`src/common/led_pump_params.svh`:
```
// Constants for the LED charge pump gain and enable controller
// Function
// Pump starts in pass mode; moves to 3/2 when an enabled sink nears 150mV.
// Gain 3/2 holds until a register write, which re-evaluates the gain.
// Only sinks of enabled groups take part in the gain decision.
// With all groups on, the weakest-headroom sink decides the gain.
// Transition delay ignores dips shorter than 3 to 6 ms by default.
// Four delay ranges are chosen by the monitor delay register.
// Enable pin low resets all control registers and disables outputs.
// Host keeps the enable pin high during normal operation.
// Serial data changes only while serial clock is low.
// Main group has 32 levels, secondary and indicator 8 levels each.
// Enables and brightness change only through serial-bus writes.
// Shut down at about 160 C, resume at about 155 C.
// Host drives serial clock and data free of glitches.
// Three group enables sit at bits 0, 1, 2 of register 10h.
// After reset gain is 1 and the delay timer is cleared.
`ifndef LED_PUMP_PARAMS_SVH
`define LED_PUMP_PARAMS_SVH

// ****************************************
// Register offsets
// ****************************************
`define LP_ADDR_GP 8'h10
`define LP_ADDR_RAMP 8'h20
`define LP_ADDR_VFDLY 8'h60
`define LP_ADDR_STATUS 8'h70
`define LP_ADDR_LVL_A 8'ha0
`define LP_ADDR_LVL_B 8'hb0
`define LP_ADDR_LVL_C 8'hc0

// ****************************************
// Field positions
// ****************************************
`define LP_GP_EN_MAIN 0
`define LP_GP_EN_SEC 1
`define LP_GP_EN_IND 2
`define LP_GP_SD53 3
`define LP_GP_SD62 4
`define LP_GP_53A 5
`define LP_GP_62A 6

// ****************************************
// Reset values
// ****************************************
`define LP_RST_GP 8'h00
`define LP_RST_LVL_A 8'he0
`define LP_RST_LVL_B 8'hf8
`define LP_RST_LVL_C 8'hf8
`define LP_RST_RAMP 8'hf0
`define LP_RST_VFDLY 8'hfc

// ****************************************
// Timing
// ****************************************
`define LP_CLK_MHZ 100
`define LP_DLY_TICK_US 3000
`define LP_DLY_TICKS_MIN 2

`endif

```
`src/common/led_pump_pkg.sv`:
```
// Types shared by the LED charge pump controller
package led_pump_pkg;

    typedef enum logic {GAIN_PASS, GAIN_3_2} gain_e;

    // One flag per current sink, grouped as the LED groups are
    typedef struct packed {
        logic [5:0] main;
        logic [2:0] secondary;
        logic indicator;
    } sink_flags_s;

    typedef struct packed {
        logic [7:0] gp;
        logic [7:0] lvl_a;
        logic [7:0] lvl_b;
        logic [7:0] lvl_c;
        logic [7:0] ramp;
        logic [7:0] vfdly;
        logic [7:0] rdata;
        gain_e gain;
        logic shut;
    } core_state_s;

endpackage

```
`src/rtl/led_pump_ctrl.sv`:
```
// Charge pump gain selection, group enables and brightness registers
//
// Design decisions made here: the register offsets and the strobed register port.
`timescale 1ns/100ps
`include "led_pump_params.svh"
module led_pump_ctrl #(
    parameter int unsigned TICK_CYCLES = `LP_DLY_TICK_US * `LP_CLK_MHZ
) (
    input wire logic CLK,
    input wire logic RST,
    input wire logic HARDWARE_ENABLE_RESET_PIN,
    input wire logic [7:0] REG_ADDR,
    input wire logic [7:0] REG_WDATA,
    input wire logic REG_WR,
    input wire logic REG_RD,
    output logic [7:0] REG_RDATA,
    input wire led_pump_pkg::sink_flags_s SINK_LOW,
    input wire logic TEMP_HOT,
    input wire logic TEMP_COOL,
    output led_pump_pkg::sink_flags_s SINK_ENABLE,
    output logic [4:0] MAIN_LEVEL,
    output logic [2:0] SECONDARY_LEVEL,
    output logic [2:0] INDICATOR_LEVEL,
    output logic PUMP_ENABLE,
    output logic PUMP_GAIN_HIGH,
    output logic THERMAL_SHUTDOWN
);
    // ****************************************
    // Constants and checks
    // ****************************************
    localparam int PIN_W = 3 + $bits(led_pump_pkg::sink_flags_s);
    localparam led_pump_pkg::core_state_s ST_DEFAULT = '{
        gp: `LP_RST_GP,
        lvl_a: `LP_RST_LVL_A,
        lvl_b: `LP_RST_LVL_B,
        lvl_c: `LP_RST_LVL_C,
        ramp: `LP_RST_RAMP,
        vfdly: `LP_RST_VFDLY,
        rdata: 8'h00,
        gain: led_pump_pkg::GAIN_PASS,
        shut: 1'b0
    };

    if (TICK_CYCLES < 2) begin : g_bad_tick
        $error("led_pump_ctrl: TICK_CYCLES must be at least 2");
    end

    // ****************************************
    // Pin synchronisation
    // ****************************************
    logic [PIN_W-1:0] pins_s;
    logic enable_s;
    logic hot_s;
    logic cool_s;
    led_pump_pkg::sink_flags_s low_s;

    pin_sync #(
        .W(PIN_W)
    ) u_sync (
        .clk(CLK),
        .rst(RST),
        .d({HARDWARE_ENABLE_RESET_PIN, TEMP_HOT, TEMP_COOL, SINK_LOW}),
        .q(pins_s)
    );

    assign {enable_s, hot_s, cool_s, low_s} = pins_s;

    // ****************************************
    // Group decode and headroom monitor
    // ****************************************
    led_pump_pkg::core_state_s st_r;
    led_pump_pkg::core_state_s st_nxt;
    led_pump_pkg::sink_flags_s mask;
    logic en_main;
    logic en_sec;
    logic en_ind;
    logic low_any;
    logic dly_run;
    logic dly_clear;
    logic dly_expired;

    assign en_main = st_r.gp[`LP_GP_EN_MAIN];
    assign en_sec = st_r.gp[`LP_GP_EN_SEC];
    assign en_ind = st_r.gp[`LP_GP_EN_IND];

    // D53 and D62 join the main group when configured there and the
    // secondary group otherwise; a shut-down sink is never driven.
    always_comb begin
        mask.main[3:0] = {4{en_main}};
        mask.main[4] = !st_r.gp[`LP_GP_SD53] &&
            (st_r.gp[`LP_GP_53A] ? en_main : en_sec);
        mask.main[5] = !st_r.gp[`LP_GP_SD62] &&
            (st_r.gp[`LP_GP_62A] ? en_main : en_sec);
        mask.secondary = {3{en_sec}};
        mask.indicator = en_ind;
    end

    // Any enabled sink at threshold means the weakest LED lacks headroom
    assign low_any = |(low_s & mask);

    assign dly_run = st_r.gain == led_pump_pkg::GAIN_PASS && low_any &&
        !st_r.shut;
    assign dly_clear = REG_WR || !enable_s;

    gain_delay_timer #(
        .TICK_CYCLES(TICK_CYCLES)
    ) u_timer (
        .clk(CLK),
        .rst(RST),
        .run(dly_run),
        .clear(dly_clear),
        .sel(st_r.vfdly[1:0]),
        .expired(dly_expired)
    );

    // ****************************************
    // Register file, gain and thermal state
    // ****************************************
    always_comb begin
        st_nxt = st_r;
        st_nxt.rdata = 8'h00;
        if (!enable_s) begin
            st_nxt = ST_DEFAULT;
        end else begin
            // Serial writes are the only path to enables and levels
            if (REG_WR) begin
                unique case (REG_ADDR)
                    `LP_ADDR_GP: st_nxt.gp = {1'b0, REG_WDATA[6:0]};
                    `LP_ADDR_LVL_A: st_nxt.lvl_a = {3'b111, REG_WDATA[4:0]};
                    `LP_ADDR_LVL_B: st_nxt.lvl_b = {5'h1f, REG_WDATA[2:0]};
                    `LP_ADDR_LVL_C: st_nxt.lvl_c = {5'h1f, REG_WDATA[2:0]};
                    `LP_ADDR_RAMP: st_nxt.ramp = REG_WDATA;
                    `LP_ADDR_VFDLY: st_nxt.vfdly = {6'h3f, REG_WDATA[1:0]};
                    default: ;
                endcase
            end
            if (REG_RD) begin
                unique case (REG_ADDR)
                    `LP_ADDR_GP: st_nxt.rdata = st_r.gp;
                    `LP_ADDR_LVL_A: st_nxt.rdata = st_r.lvl_a;
                    `LP_ADDR_LVL_B: st_nxt.rdata = st_r.lvl_b;
                    `LP_ADDR_LVL_C: st_nxt.rdata = st_r.lvl_c;
                    `LP_ADDR_RAMP: st_nxt.rdata = st_r.ramp;
                    `LP_ADDR_VFDLY: st_nxt.rdata = st_r.vfdly;
                    `LP_ADDR_STATUS: st_nxt.rdata = {5'h00, low_any, st_r.shut,
                        st_r.gain == led_pump_pkg::GAIN_3_2};
                    default: st_nxt.rdata = 8'h00;
                endcase
            end
            // Hysteresis: the hot comparator wins if both are seen at once
            if (hot_s) begin
                st_nxt.shut = 1'b1;
            end else if (cool_s) begin
                st_nxt.shut = 1'b0;
            end
            unique case (st_r.gain)
                led_pump_pkg::GAIN_PASS: begin
                    // The timer output lags one cycle, so the headroom
                    // condition must still stand when the gain moves
                    if (dly_expired && dly_run && !REG_WR) begin
                        st_nxt.gain = led_pump_pkg::GAIN_3_2;
                    end
                end
                led_pump_pkg::GAIN_3_2: begin
                    // Re-evaluation uses the enables in force before the
                    // write; a write that changes them is seen next time.
                    if (REG_WR) begin
                        st_nxt.gain = low_any ? led_pump_pkg::GAIN_3_2
                            : led_pump_pkg::GAIN_PASS;
                    end
                end
            endcase
        end
    end

    always_ff @(posedge CLK or posedge RST) begin
        if (RST) begin
            st_r <= ST_DEFAULT;
        end else begin
            st_r <= st_nxt;
        end
    end

    // ****************************************
    // Outputs
    // ****************************************
    assign REG_RDATA = st_r.rdata;
    assign SINK_ENABLE = st_r.shut ? '0 : mask;
    assign MAIN_LEVEL = st_r.lvl_a[4:0];
    assign SECONDARY_LEVEL = st_r.lvl_b[2:0];
    assign INDICATOR_LEVEL = st_r.lvl_c[2:0];
    assign PUMP_ENABLE = |mask && !st_r.shut;
    assign PUMP_GAIN_HIGH = st_r.gain == led_pump_pkg::GAIN_3_2;
    assign THERMAL_SHUTDOWN = st_r.shut;

    // ****************************************
    // Assertions
    // ****************************************
    // Length of the current unbroken run of the delay timer
    logic [31:0] run_len;

    always_ff @(posedge CLK or posedge RST) begin
        if (RST) begin
            run_len <= 32'h0000_0000;
        end else if (!dly_run || dly_clear) begin
            run_len <= 32'h0000_0000;
        end else if (run_len != 32'hffff_ffff) begin
            run_len <= run_len + 32'h0000_0001;
        end
    end
endmodule

```
`src/rtl/pin_sync.sv`:
```
// Two-stage synchroniser for asynchronous input pins
`timescale 1ns/100ps
module pin_sync #(
    parameter int W = 1
) (
    input wire logic clk,
    input wire logic rst,
    input wire logic [W-1:0] d,
    output logic [W-1:0] q
);
    typedef struct packed {
        logic [W-1:0] meta;
        logic [W-1:0] sync;
    } sync_s;

    sync_s st_r;
    sync_s st_nxt;

    if (W < 1) begin : g_bad_width
        $error("pin_sync: width must be at least 1");
    end

    always_comb begin
        st_nxt.meta = d;
        st_nxt.sync = st_r.meta;
    end

    always_ff @(posedge clk or posedge rst) begin
        if (rst) begin
            st_r <= '0;
        end else begin
            st_r <= st_nxt;
        end
    end

    assign q = st_r.sync;
endmodule

```
`src/rtl/gain_delay_timer.sv`:
```
// Gain transition delay: low headroom must persist for a number of ticks
`timescale 1ns/100ps
`include "led_pump_params.svh"
module gain_delay_timer #(
    parameter int unsigned TICK_CYCLES = `LP_DLY_TICK_US * `LP_CLK_MHZ
) (
    input wire logic clk,
    input wire logic rst,
    input wire logic run,
    input wire logic clear,
    input wire logic [1:0] sel,
    output logic expired
);
    localparam int PW = $clog2(TICK_CYCLES);

    typedef struct packed {
        logic [PW-1:0] presc;
        logic [4:0] ticks;
        logic expired;
    } tmr_s;

    tmr_s st_r;
    tmr_s st_nxt;
    logic tick;
    logic [4:0] need;

    if (TICK_CYCLES < 2) begin : g_bad_tick
        $error("gain_delay_timer: TICK_CYCLES must be at least 2");
    end

    // Prescaler runs free, so the first tick lands anywhere in the first
    // period: the filter time is between need-1 and need ticks.
    always_comb begin
        need = 5'(`LP_DLY_TICKS_MIN) << sel;
        tick = st_r.presc == PW'(TICK_CYCLES - 1);
        st_nxt = st_r;
        st_nxt.presc = tick ? '0 : st_r.presc + 1'b1;
        if (!run || clear) begin
            st_nxt.ticks = '0;
        end else if (tick && st_r.ticks < need) begin
            st_nxt.ticks = st_r.ticks + 5'h01;
        end
        st_nxt.expired = run && !clear && st_nxt.ticks >= need;
    end

    always_ff @(posedge clk or posedge rst) begin
        if (rst) begin
            st_r <= '0;
        end else begin
            st_r <= st_nxt;
        end
    end

    assign expired = st_r.expired;
endmodule

```
`config.mk`:
```
export PLATFORM = sky130hd
export DESIGN_NAME = led_pump_ctrl
export DESIGN_NICKNAME = d
export VERILOG_FILES = /design/src/common/led_pump_pkg.sv /design/src/rtl/led_pump_ctrl.sv /design/src/rtl/pin_sync.sv /design/src/rtl/gain_delay_timer.sv
export VERILOG_INCLUDE_DIRS = /design/src /design/src/common
export SDC_FILE = /design/constraint.sdc
export NUM_CORES = 1
export LEC_CHECK = 0
export ABC_AREA = 1
export BUFFER_PORTS_ARGS = -buffer_cell sky130_fd_sc_hd__buf_2
export CORE_AREA = 2 2 112 82
export CTS_CLUSTER_SIZE = 8
export DETAILED_ROUTE_END_ITERATION = 8
export DIE_AREA = 0 0 114 84
export PLACE_DENSITY = 0.81
export SLEW_MARGIN = 20
export SYNTH_ARGS = -nofsm -noshare
export SYNTH_HDL_FRONTEND = slang
export SYNTH_HIERARCHICAL = 1
export SYNTH_SLANG_ARGS = --single-unit
```
`constraint.sdc`:
```
create_clock -name CLK -period 5.9 [get_ports CLK]
set_clock_uncertainty 0.1 [all_clocks]
set_input_delay 0.885 -clock CLK [delete_from_list [all_inputs] [get_ports CLK]]
set_output_delay 0.885 -clock CLK [all_outputs]
set_load 0.005 [all_outputs]
```
**Word level (Yosys, flattened, before mapping)**

Cells that the tools add are included.

- Register bits after elaboration: 109
- Input bits: 33
- Word-level logic and storage cells: 86

- Add/sub/neg operators: 2
- $lt $le $gt $ge: 2
- Equal/unequal tests: 16
- Shift operators: 1
- Muxes and demuxes: 22
- Bitwise operators: 2
- Reductions and logical operators: 27

Operators by type and width:

| operator | number |
|---|---|
| $mux W58 | 1 |
| $mux W8 | 7 |
| $pmux W8 S7 | 1 |
| $mux W48 | 1 |
| $eq A8 B8 Y1 const B | 3 |
| $add A19 B1 Y19 const B | 1 |
| $eq A19 B19 Y1 const B | 1 |
| $mux W19 | 1 |
| $eq A8 B7 Y1 const B | 2 |
| $ne A2 B2 Y1 const B | 7 |
| $reduce_and A2 Y1 | 6 |
| $and A10 B10 Y10 | 1 |
| $logic_and A1 B1 Y1 | 10 |
| $mux W10 | 1 |
| $mux W5 | 2 |
| $reduce_or A10 Y1 | 1 |
| $eq A8 B5 Y1 const B | 1 |
| $eq A8 B6 Y1 const B | 1 |
| $logic_not A1 Y1 | 7 |
| $mux W1 | 7 |
| $add A5 B1 Y5 const B | 1 |
| $ge A5 B5 Y1 | 1 |
| $lt A5 B5 Y1 | 1 |
| $reduce_or A5 Y1 | 1 |
| 5 further kinds | 6 |

**Logic depth before layout (Yosys ltp)**

- Depth after elaboration: 11
- Mapped depth: 19
- Mapped depth without buffers: 19

**Hierarchy**

The synthesis kept the hierarchy.

By module, submodules not included:

| module | times used | cells each | area an instance (um^2) |
|---|---|---|---|
| led_pump_ctrl | 1 | 300 | 2,287.2 |
| gain_delay_timer | 1 | 232 | 1,709.1 |
| pin_sync | 1 | 27 | 654.4 |

**Least setup slack after synthesis**

OpenSTA, ideal clock, no wires.

- Kind: register -> register
- From: reg st_r[11] (netlist bit)
- To: reg u_timer.st_r, in the netlist u_timer/expired
- Library setup time: 0.120 ns
- Arrival time: 2.224 ns
- Data required time: 5.680 ns
- Slack: 3.457 ns
- Stages on the path, launching flop included: 20
- Cell sequence: dfrtp_1 inv_1 nand2_1 ha_1 nand2_1 nand2_1 nand2_1 nand2_1 nor2_4 nand3_2 nand2_1 inv_1 nor2_1 ha_1 a21oi_1 nand2_1 a21oi_1 nor2_1 o21ai_0 inv_1

RTL lines:

| element | RTL line | RTL |
|---|---|---|
| from (decl) | led_pump_ctrl.sv:71 | `led_pump_pkg::core_state_s st_r;` |
| from (signal assigned) | led_pump_ctrl.sv:180 | `st_r <= st_nxt;` |
| to (signal assigned) | gain_delay_timer.sv:50 | `st_r <= st_nxt;` |
| to (decl) | gain_delay_timer.sv:22 | `tmr_s st_r;` |

==> qor.csv <==
metric,value,unit
cts_tree,done,
hold-worst-slack,0.2485,ns
synthMuxAreaShare,0,%
rsz0062_at_grt,no,
yosysSeqAreaShare,48.00,%
cp.required,6.03,ns
cts_buffers,9,
finalSetupTns,0,ns
core,0.008636,mm2
ff2ff_path_depth,19,
cts_max_path_buffers,2,
ff2ff_setup_slack,3.20,ns
regToRegEndpoint,u_timer/expired,
pre_cts_slack,3.154,ns
cts_hold_buf,0,
p_switching,0.3517,mW
p_sw_share,24.87,%
hp-class,reg -> reg,
netlist_area,0.004651,mm2
hold_violations,0,
grt.overflow.total,0,
cts_resized,0,
worstMarginPinSlew,0.8827,ns
dp_cells,702,
synth_xor_area_share,2.260,%
setup_viol_count_final,0,
yosysWarnings,6,
drt_wl_total,10220,um
synth_top_family_by_area,simple AND/OR/NAND/NOR gates,
synth_compound_area_share,7.910,%
post-route-period-util,45.70,%
post_drt_wl_per_cell,14.23,um
clock_sinks,89,
ys_types,35,
root_buffer,clkbuf_16,
grt_max_degree,39,
port-buffer-count,64,
finalCriticalPeriod,2.696,ns
die_y,84,um
critPathCaptureType,register,
internal-power,1.062,mW
drt_iter0_markers,338,
post-cts-setup-buffer-count,0,
grt_usage,23.53,%
die-area,0.009576,mm2
powerDensity,270.3,mW/mm2
path_class,reg -> reg,
grt_pass1_vias,3583,
p_seq_share,46.8,%
viasPerCell,5.244,
grt_first_pass_wirelength,17340,um
clkPwrFrac,44.9,%
irDropWorstVdd,0.0002629,V
drc,0,
rows,29,
endpoint,u_timer/expired,
place_hpwl,7782,um
synth-adder-area-share,2.690,%
n_antenna_cell,0,
h-tree-depth,3,
antenna_found_initial,0,
vias,3765,
nets,648,
syn-instance-count,559,
layout_setup_ws,3.204,ns
cp.arrival,2.83,ns
leakage,2.731,nW
die_x,114,um
maxCapViolCount,0,
dr.pass1.iters,5,
worstSkewPairLatency,0.34,ns
synthSimpleGateAreaFrac,28.68,%
drive_above_1_share,22.13,%
antenna_left,0,
synth_area_per_cell,8.320,um2
power.share.combinational,8.3,%
io_pins,65,
slew-limit-headroom,40.79,%
worstPathMaxFanout,9,
clk_pin_slew_worst_paths,0.07,ns
slew_violations,0,
syn-num-nets,602,
instances_no_fill,718,
crit_path_start,st_r[10],
outcome,"finished, final reports clean",
area_growth,12.51,%
start_util,53.85,%
ys_seq_elements,89,
r2r-start,st_r[10],
cp-start-kind,register,
fmax,370.9,MHz
gp_congestion,0.9453,
## cells in the final DEF, fill, tap and decap left out, types with 7 or more instances in the layout
cell type  instances
o21ai_0           25
nor2_1            73
buf_2             64
clkbuf_16          9
nand3_1           35
dfrtp_1           85
o21ai_1           14
a21oi_1            8
nor2_2             7
nand2_1          134
inv_1             56
ha_1              10
nor2_4             7
xor2_1            12
nand4_1            7
inv_2             13
## cell type report
type	instances	area, um2
clock buffer	9	225.2
clock inverter	7	108.9
fill	748	3403
inverter	72	271.5
multi-input combinational	368	1932
sequential	89	2232
tap	108	135.1
timing repair buffer	65	327.8
## critical path: stages, from the launching register on
cell     delay (ns)
dfrtp_1        0.42
inv_1          0.09
nand2_1        0.08
ha_1           0.29
nand2_1        0.08
inv_1          0.04
nand2_1        0.06
nand2_1        0.08
nor2_4         0.21
nand3_2        0.09
nand2_1        0.07
inv_1          0.04
nor2_1         0.13
ha_1           0.26
a21oi_1        0.15
nand2_1        0.06
a21oi_1        0.12
nor2_1         0.05
o21ai_0        0.14
inv_1          0.05
## logic make-up after synthesis
| kind of cell | after synthesis |
|---|---|
| flops | 89 |
| xor+xnor | 12 |
| fa+ha+maj | 10 |
| buf+inv | 102 |
| simple gates | 284 |
| compound gates | 62 |
## metal layers
layer  track usage (%)  part of all wire [%]  vias up
li1                  -                     -     1835
met1             36.17                    49     1730
met2             32.85                    41      188
met3             6.463                   8.9       12
met4             5.876                  0.94        0
met5                 0                     0        -
## flip-flops by register name, indices dropped and copies added, names as in the netlist
name and count:
INDICATOR_LEVEL 3, MAIN_LEVEL 5, PUMP_GAIN_HIGH 1, REG_RDATA 8
SECONDARY_LEVEL 3, THERMAL_SHUTDOWN 1, en_ind 1, en_main 1
en_sec 1, st_r 14, u_sync/q 13, u_sync/st_nxt 13
u_timer/expired 1, u_timer/st_r 24
## synthesized netlist by cell type
master,n,area [um2]
nand3_1,35,175.2
buf_2,4,20.02
nand3_4,2,35.03
nor2_4,7,78.83
o21bai_1,2,15.01
inv_2,13,48.80
nand2_4,2,22.52
inv_1,57,214.0
o21bai_4,1,18.77
buf_6,1,11.26
clkbuf_1,1,3.750
a21oi_1,8,40.04
dfrtp_1,85,2127
nand2_2,6,37.54
nor3_1,2,10.01
xor2_1,12,105.1
dfstp_2,4,105.1
nand2_1,134,503.0
o21ai_0,25,125.1
nor2_2,7,43.79
nor3_2,3,30.03
o22ai_1,4,25.02
o211ai_1,3,22.52
nor2_8,2,40.04
ha_1,10,125.1
a31oi_1,3,18.77
nor2_1,73,274.0
nand3_2,4,40.04
clkinv_2,1,5.000
buf_4,24,180.2
clkinv_1,1,3.750
o21ai_4,1,16.27
nand4_1,7,43.79
a21oi_4,1,16.27
o21ai_1,14,70.07
## through the flow
| step | area, um2 | total power [mW] | util, % |
|---|---|---|---|
| 3_3_place_gp | 4898 | 0.7853 | 56.72 |
| 3_5_place_dp | 4898 | 0.7904 | 56.72 |
| 5_1_grt | 5233 | 1.472 | 60.59 |
| 4_1_cts | 5233 | 1.429 | 60.59 |
| 2_1_floorplan | 4651 | 0.7524 | - |
| 6_report | 5233 | 1.414 | 60.59 |
## power by group through the flow
stage / clock (mW) / sequential (mW) / combinational, mW
after floorplan: 0 / 0.663 / 0.0894
after global placement: 0 / 0.671 / 0.115
after detailed placement: 0 / 0.673 / 0.118
after CTS: 0.649 / 0.661 / 0.119
after global routing: 0.671 / 0.665 / 0.136
final: 0.634 / 0.662 / 0.118
## how the worst min path moves through the flow
stage	start	endpoint	slack [ns]	cells past startpoint
2_1_floorplan	u_sync/st_nxt[0]	u_sync/q[0]	0.23	0
3_3_place_gp	u_sync/st_nxt[9]	u_sync/q[9]	0.23	0
3_5_place_dp	u_sync/st_nxt[12]	u_sync/q[12]	0.24	0
4_1_cts	u_sync/st_nxt[1]	u_sync/q[1]	0.25	0
5_1_grt	u_sync/st_nxt[3]	u_sync/q[3]	0.26	0
6_report	u_sync/st_nxt[12]	u_sync/q[12]	0.25	0
No activity file was read; power rests on OpenSTA's default activity.
